### src/watchdog_pkg.sv
`default_nettype none
package watchdog_pkg;

	// Register offsets, byte addresses from the instance base
	localparam logic [7:0] OFS_RELOAD = 8'h00;
	localparam logic [7:0] OFS_CONTROL = 8'h04;
	localparam logic [7:0] OFS_RESTART = 8'h08;
	localparam logic [7:0] OFS_COUNT = 8'h0c;

	// Control field positions
	localparam int CTL_ENABLE_BIT = 0;
	localparam int CTL_TEST_BIT = 1;
	localparam int CTL_HIB_BIT = 2;
	localparam int CTL_WEEK_BIT = 3;
	localparam int CTL_DEBUG_BIT = 4;
	localparam int CTL_W = 5;

	// Values after system reset
	localparam logic [15:0] RELOAD_RST = 16'hffff;
	localparam logic [15:0] COUNT_RST = 16'hffff;
	localparam logic [4:0] CONTROL_RST = 5'h00;

	// Timing: host clock and the slow functional rate, each in Hz
	localparam int HOST_CLK_HZ = 10_000_000;
	localparam int SLOW_CLK_HZ = 32_768;
	// Longest whole number of host cycles per slow period (rounded down)
	localparam int SLOW_DIV_CYCLES = HOST_CLK_HZ / SLOW_CLK_HZ;
	// Slow periods per count step
	localparam int STEP_SLOW_TICKS = 33;

	// Operating states of the counter
	typedef enum logic [1:0] {
		ST_OFF = 2'b00,
		ST_RUN = 2'b01,
		ST_HOLD = 2'b10,
		ST_FIRED = 2'b11
	} state_t;

	// One register access from the controller, taken in a single cycle
	typedef struct packed {
		logic wr;
		logic rd;
		logic [7:0] addr;
		logic [31:0] wdata;
	} bus_req_t;

	// Internal activity signals that may freeze the count
	typedef struct packed {
		logic debug;
		logic week;
		logic hib;
	} stall_t;

endpackage
`default_nettype wire

### src/watchdog_timer.sv
// What this block does
// - When enabled, missing a reload before the interval ends raises a watchdog event.
// - Register reads and writes run on the host clock and finish at once.
// - Counter and functional logic advance on the 32 kHz rate.
// - System reset returns all registers and logic to defaults except the status flag.
// - Bits kept across a watchdog event are cleared only by the second reset.
// - Expiry drives an event output that resets the controller, held until system reset.
// - The activation sequence starts the down-counter.
// - Clearing enable stops counting and gates the functional rate for low power.
// - Underflow before reload raises the event and sets the status flag.
// - Load write, kick write, or watchdog event reloads the counter.
// - Interval is load value down to zero; each step is 33 slow periods.
// - An enabled stall input halts counting and enters low power.
// - After a stall the count resumes from the value it held.
// - Load at 00h, control at 04h, kick at 08h, count at 0Ch.
// - Load is 16-bit read/write at bits 15:0, default FFFFh; writing reloads.
// - Kick reads zero; writes reload while enabled and are ignored when disabled.
// - Control bits 4, 3, 2 enable debug, week and hibernation stalls, default zero.
// - Control bit 0 is the enable, reset to zero.
// - Count register reads the current 16-bit count, reset FFFFh.
`timescale 1ns/1ps
`default_nettype none
module watchdog_timer #(
	parameter int COUNT_W = 16,
	parameter int DIV_CYCLES = watchdog_pkg::SLOW_DIV_CYCLES,
	parameter int STEP_TICKS = watchdog_pkg::STEP_SLOW_TICKS
) (
	input wire logic clock,
	input wire logic nrst,
	input wire logic event_surviving_reset_n,
	input wire watchdog_pkg::bus_req_t bus_req,
	input wire watchdog_pkg::stall_t stall_in,
	output logic [31:0] rdata,
	output logic watchdog_event,
	output logic event_flag,
	output logic low_power
);

	// Address match, shared by every decode below
	function automatic logic hit(input logic [7:0] addr, input logic [7:0] ofs);
		return addr == ofs;
	endfunction

	logic [COUNT_W-1:0] reload_r;
	logic [COUNT_W-1:0] reload_nxt;
	logic [COUNT_W-1:0] count_r;
	logic [watchdog_pkg::CTL_W-1:0] control_r;
	watchdog_pkg::state_t state_r;
	watchdog_pkg::state_t state_nxt;
	logic [$clog2(DIV_CYCLES)-1:0] div_r;
	logic [$clog2(STEP_TICKS)-1:0] step_r;
	logic [31:0] rdata_r;
	logic event_r;
	logic flag_r;
	logic low_power_r;
	logic wr_reload;
	logic wr_control;
	logic wr_restart;
	logic enabled;
	logic stalled;
	logic tick;
	logic step_due;
	logic underflow;
	logic reload_req;

	// Register decode, all on the host clock so no access waits on the slow rate
	always_comb begin
		wr_reload = 1'b0;
		wr_control = 1'b0;
		wr_restart = 1'b0;
		if (bus_req.wr && hit(bus_req.addr, watchdog_pkg::OFS_RELOAD)) begin
			wr_reload = 1'b1;
		end else if (bus_req.wr && hit(bus_req.addr, watchdog_pkg::OFS_CONTROL)) begin
			wr_control = 1'b1;
		end else if (bus_req.wr && hit(bus_req.addr, watchdog_pkg::OFS_RESTART)) begin
			wr_restart = 1'b1;
		end
	end

	assign enabled = control_r[watchdog_pkg::CTL_ENABLE_BIT];

	// A stall source only counts when its enable bit is set
	assign stalled = (control_r[watchdog_pkg::CTL_DEBUG_BIT] && stall_in.debug)
		|| (control_r[watchdog_pkg::CTL_WEEK_BIT] && stall_in.week)
		|| (control_r[watchdog_pkg::CTL_HIB_BIT] && stall_in.hib);

	// Slow-rate enable and step boundary, only while running
	assign tick = (state_r == watchdog_pkg::ST_RUN) && (div_r == ($bits(div_r))'(DIV_CYCLES - 1));
	assign step_due = tick && (step_r == ($bits(step_r))'(STEP_TICKS - 1));
	assign underflow = step_due && (count_r == '0);

	// Kick only acts while the enable bit is set; a fired block ignores all reloads
	assign reload_req = (wr_reload || (wr_restart && enabled) || underflow)
		&& (state_r != watchdog_pkg::ST_FIRED);

	assign reload_nxt = wr_reload ? bus_req.wdata[COUNT_W-1:0] : reload_r;

	// Counter state machine
	always_comb begin
		state_nxt = state_r;
		case (state_r)
			watchdog_pkg::ST_OFF: begin
				if (enabled) begin
					state_nxt = stalled ? watchdog_pkg::ST_HOLD : watchdog_pkg::ST_RUN;
				end
			end
			watchdog_pkg::ST_RUN: begin
				if (underflow) begin
					state_nxt = watchdog_pkg::ST_FIRED;
				end else if (!enabled) begin
					state_nxt = watchdog_pkg::ST_OFF;
				end else if (stalled) begin
					state_nxt = watchdog_pkg::ST_HOLD;
				end
			end
			watchdog_pkg::ST_HOLD: begin
				if (!enabled) begin
					state_nxt = watchdog_pkg::ST_OFF;
				end else if (!stalled) begin
					state_nxt = watchdog_pkg::ST_RUN;
				end
			end
			watchdog_pkg::ST_FIRED: begin
				state_nxt = watchdog_pkg::ST_FIRED; // Left only by system reset
			end
			default: begin
				state_nxt = watchdog_pkg::ST_OFF;
			end
		endcase
	end

	always_ff @(posedge clock or negedge nrst) begin
		if (!nrst) begin
			state_r <= watchdog_pkg::ST_OFF;
		end else begin
			state_r <= state_nxt;
		end
	end

	// Load register, written directly from the bus
	always_ff @(posedge clock or negedge nrst) begin
		if (!nrst) begin
			reload_r <= COUNT_W'(watchdog_pkg::RELOAD_RST);
		end else begin
			reload_r <= reload_nxt;
		end
	end

	// Control register; bit 1 is read-only zero, the rest are stored
	always_ff @(posedge clock or negedge nrst) begin
		if (!nrst) begin
			control_r <= watchdog_pkg::CONTROL_RST;
		end else if (wr_control) begin
			control_r <= bus_req.wdata[watchdog_pkg::CTL_W-1:0] & 5'h1d;
		end
	end

	// Slow-rate divider: held in a stall, cleared on reload, gated when off
	// Holding rather than clearing in a stall keeps the partial period, so resume is exact
	always_ff @(posedge clock or negedge nrst) begin
		if (!nrst) begin
			div_r <= '0;
		end else if (reload_req || state_r == watchdog_pkg::ST_OFF) begin
			div_r <= '0;
		end else if (state_r == watchdog_pkg::ST_RUN) begin
			div_r <= tick ? '0 : div_r + 1'b1;
		end
	end

	// Step prescaler: 33 slow periods per count
	always_ff @(posedge clock or negedge nrst) begin
		if (!nrst) begin
			step_r <= '0;
		end else if (reload_req || state_r == watchdog_pkg::ST_OFF) begin
			step_r <= '0;
		end else if (tick) begin
			step_r <= step_due ? '0 : step_r + 1'b1;
		end
	end

	// Down-counter: reload wins over a step in the same cycle
	always_ff @(posedge clock or negedge nrst) begin
		if (!nrst) begin
			count_r <= COUNT_W'(watchdog_pkg::COUNT_RST);
		end else if (reload_req) begin
			count_r <= reload_nxt;
		end else if (step_due) begin
			count_r <= count_r - 1'b1;
		end
	end

	// Event output holds from expiry until the system reset it triggers
	always_ff @(posedge clock or negedge nrst) begin
		if (!nrst) begin
			event_r <= 1'b0;
		end else if (underflow) begin
			event_r <= 1'b1;
		end
	end

	// Status flag survives the event; only the second reset clears it
	always_ff @(posedge clock or negedge event_surviving_reset_n) begin
		if (!event_surviving_reset_n) begin
			flag_r <= 1'b0;
		end else if (underflow) begin
			flag_r <= 1'b1;
		end
	end

	// Low power while disabled or stalled, unless the block has fired
	always_ff @(posedge clock or negedge nrst) begin
		if (!nrst) begin
			low_power_r <= 1'b1;
		end else begin
			low_power_r <= (state_nxt == watchdog_pkg::ST_OFF) || (state_nxt == watchdog_pkg::ST_HOLD);
		end
	end

	// Read data registered one cycle after the request; unmapped and kick read zero
	always_ff @(posedge clock or negedge nrst) begin
		if (!nrst) begin
			rdata_r <= 32'h0000_0000;
		end else if (bus_req.rd) begin
			if (hit(bus_req.addr, watchdog_pkg::OFS_RELOAD)) begin
				rdata_r <= 32'(reload_r);
			end else if (hit(bus_req.addr, watchdog_pkg::OFS_CONTROL)) begin
				rdata_r <= 32'(control_r);
			end else if (hit(bus_req.addr, watchdog_pkg::OFS_COUNT)) begin
				rdata_r <= 32'(count_r);
			end else begin
				rdata_r <= 32'h0000_0000;
			end
		end else begin
			rdata_r <= 32'h0000_0000;
		end
	end

	assign rdata = rdata_r;
	assign watchdog_event = event_r;
	assign event_flag = flag_r;
	assign low_power = low_power_r;

endmodule
`default_nettype wire

### config.mk
export PLATFORM = sky130hd
export DESIGN_NAME = watchdog_timer
export DESIGN_NICKNAME = d
export VERILOG_FILES = /design/src/watchdog_pkg.sv /design/src/watchdog_timer.sv
export SDC_FILE = /design/constraint.sdc
export NUM_CORES = 1
export LEC_CHECK = 0
export ABC_AREA = 1
export BUFFER_PORTS_ARGS = -buffer_cell sky130_fd_sc_hd__buf_2
export CAP_MARGIN = 20
export CORE_ASPECT_RATIO = 0.5
export CORE_MARGIN = 2
export CORE_UTILIZATION = 55
export CTS_CLUSTER_DIAMETER = 40
export DETAILED_ROUTE_END_ITERATION = 10
export PLACE_DENSITY = 0.84
export SYNTH_ARGS = -nofsm -noshare
export SYNTH_HDL_FRONTEND = slang
export SYNTH_SLANG_ARGS = --single-unit
### constraint.sdc
create_clock -name clock -period 2.31 [get_ports clock]
set_clock_uncertainty 0.1 [all_clocks]
set_input_delay 0.1155 -clock clock [delete_from_list [all_inputs] [get_ports clock]]
set_output_delay 0.1155 -clock clock [all_outputs]
set_load 0.02 [all_outputs]
==> impl_metrics.tcl <==
set metrics [dict create \
    status "complete, no violations" \
    synth-seq-cells 72 \
    sequentialPowerShare 0.442 \
    start_util 0.561 \
    drive_above_1_share 0.237 \
    gr-total-overflow 0 \
    fp.dieH_um 64.6 \
    grt_max_degree 52 \
    vias_per_cell 5.09 \
    async_reset_ff_frac 1.00 \
    p_int_mw 2.32 \
    dp_hpwl_um 5940 \
    synthTopCellsByCount "nand2_1, nand3_1, inv_1" \
    yosysUniqueCellTypes 30 \
    whs_ns 0.0315 \
    power.density_mw_per_mm2 611 \
    post_dp_cell_area_sq_mm 0.00430 \
    vias 3430 \
    cts_buffers 9 \
    cts_max_path_buffers 2 \
    period_minus_slack_ns 2.09 \
    vdd_ir_drop_max_v 0.000401 \
    drc_errors 0 \
    yosys-top-cells-area "dfrtp_1, dfstp_2, nand2_1" \
    cp_max_fo 34 \
    cts_root_buf "clkbuf_16" \
    fillCellCount 571 \
    hold_class "input port to flip-flop" \
    ant_nets 0 \
    ys_seq_area_frac 0.456 \
    rows 22 \
    rsz0062_at_grt "false" \
    cts_max_level 3 \
    synth_area_sq_mm 0.00404 \
    ios 83 \
    nets 626 \
    required_ns 2.48 \
    cts_tree "built" \
    clock-sinks 72 \
    avgSynthCellArea_sq_um 8.02 \
    clk_pin_slew_ns 0.06 \
    drv_cap 0 \
    finalSetupViolCount 0 \
    clkLatencyLatePin_ns 0.34 \
    dieArea_sq_mm 0.00810 \
    synth_top_area_share 0.241 \
    antenna_cells 0 \
    relSlewSlack 0.666 \
    pwr-share-clk 0.506 \
    fin_crit_sh 0.907 \
    critPathCaptureType "flip-flop" \
    antenna_found_initial 0 \
    comb_power_share 0.051 \
    post-route-util 0.668 \
    finalHoldViolCount 0 \
    p_leak_nw 2.42 \
    fin_setup_tns_ns 0 \
    grt_pass1_vias 3262 \
    portBuffers 50 \
    synthCells 504 \
    routed_wl_um 8660 \
    grt_usage 0.233 \
    switching_share 0.211 \
    start_kind "flip-flop" \
    synth_top_flop_cell "dfrtp_1" \
    place_congestion 0.924 \
    synth_edf_count 0 \
    yosysTopAreaCell "dfrtp_1" \
    path_class "flip-flop to flip-flop" \
    first_pass_iters 5 \
    yosysMostFrequentCell "nand2_1" \
    drt-initial-drc-count 232 \
    multiInputGateArea_sq_mm 0.00182 \
    cp.arrival_ns 2.26 \
    fmax_mhz 477 \
    final_max_slew_viol_count 0 \
    seq_area_sq_mm 0.00184 \
    fp.dieW_um 125 \
    wl_per_cell_um 12.8 \
    design_area_sq_mm 0.00481 \
    area_growth_pct 19.1 \
    yosys_warnings 0 \
    grt_pass1_wl_um 15000 \
    worst_pin_slew_ns 0.501 \
    core_sq_mm 0.00721 \
    switching_power_uw 622 \
]
==> power by group through the flow <==
| stage | combinational, mW | clock, mW | sequential, mW |
|---|---|---|---|
| 3_3_place_gp | 0.122 | 0 | 1.32 |
| 3_5_place_dp | 0.126 | 0 | 1.32 |
| 4_1_cts | 0.150 | 1.51 | 1.30 |
| 2_1_floorplan | 0.0796 | 0 | 1.32 |
| 6_report | 0.151 | 1.49 | 1.30 |
| 5_1_grt | 0.169 | 1.58 | 1.30 |
==> worst max-delay path, cell delays in order (launching register included) <==
cell	delay, ns
dfstp_2	0.53
inv_1	0.07
ha_1	0.24
nand2_2	0.12
nor2_4	0.05
nand2_2	0.08
nor2_4	0.05
nand2_4	0.09
nand2_2	0.10
nand2_4	0.29
o21ai_2	0.16
nor2_1	0.13
==> layout make-up <==
class	count	area share
clock buffer	11	0.0504
clock inverter	5	0.0169
inverter	57	0.0444
multi-input combinational	359	0.379
sequential	72	0.383
tap	96	0.0249
timing repair buffer	74	0.102
==> metal layers <==
metal | wire length [um] | share of wire | track usage
met1 | 3860 | 0.45 | 0.298
met2 | 4130 | 0.48 | 0.397
met3 | 536 | 0.062 | 0.0603
met4 | 131 | 0.015 | 0.0722
met5 | 0 | 0 | 0
==> layout by cell type (no fill, tap or decap), types with 9 or more instances in the layout <==
cell             n
buf_2           50
a21oi_1         14
inv_1           49
dfstp_2         33
o21ai_0         14
dlygate4sd3_1   19
nand4_1         15
dfrtp_1         39
nand2_1        151
xor2_1          15
clkbuf_16        9
nand3_1         55
nor2_1          34
conb_1          16
==> registers in the layout (all words and copies together) (netlist names) <==
name	count
step_r	6
watchdog_event	1
div_r	9
low_power	1
rdata	16
event_flag	1
reload_r	16
count_r	16
state_r	2
control_r	4
==> stage by stage <==
step                      power [mW]  cells  setup slack (ns)
final                           2.94    674             0.216
after CTS                       2.96    674             0.211
after global routing            3.05    674            0.0690
after global placement          1.44    639             0.284
after floorplan                 1.40    519             0.561
after detailed placement        1.45    639             0.225
==> cells by family after synthesis <==
group / after synthesis / synth area share
AND/OR/NAND/NOR: 286 / 0.330
adder cells (fa/ha/maj): 5 / 0.0155
other: 1 / 0.000927
buffers and inverters: 88 / 0.107
XOR/XNOR: 21 / 0.0455
AO/OA/AOI/OAI: 31 / 0.0455
flip-flops: 72 / 0.456
==> path summary, 6_finish.rpt <==
kind,startpoint,endpoint,slack [ns],cells after the start
setup / recovery,count_r[0],step_r[4],0.22,11
hold / removal,bus_req[11],reload_r[11],0.03,3
setup reg to reg,count_r[0],step_r[4],0.22,11
hold reg to reg,event_flag,event_flag,0.37,2
max in group asynchronous,nrst,reload_r[7],1.24,3
min in group asynchronous,nrst,control_r[3],0.17,2
==> timing repair <==
item	4_1_cts	5_1_grt
hold buffers	19	0
buffers inserted	0	0
hold endpoints to repair	42	0
resized for setup	0	0
setup endpoints to repair	0	0
Power figures use the tool's default switching activity.
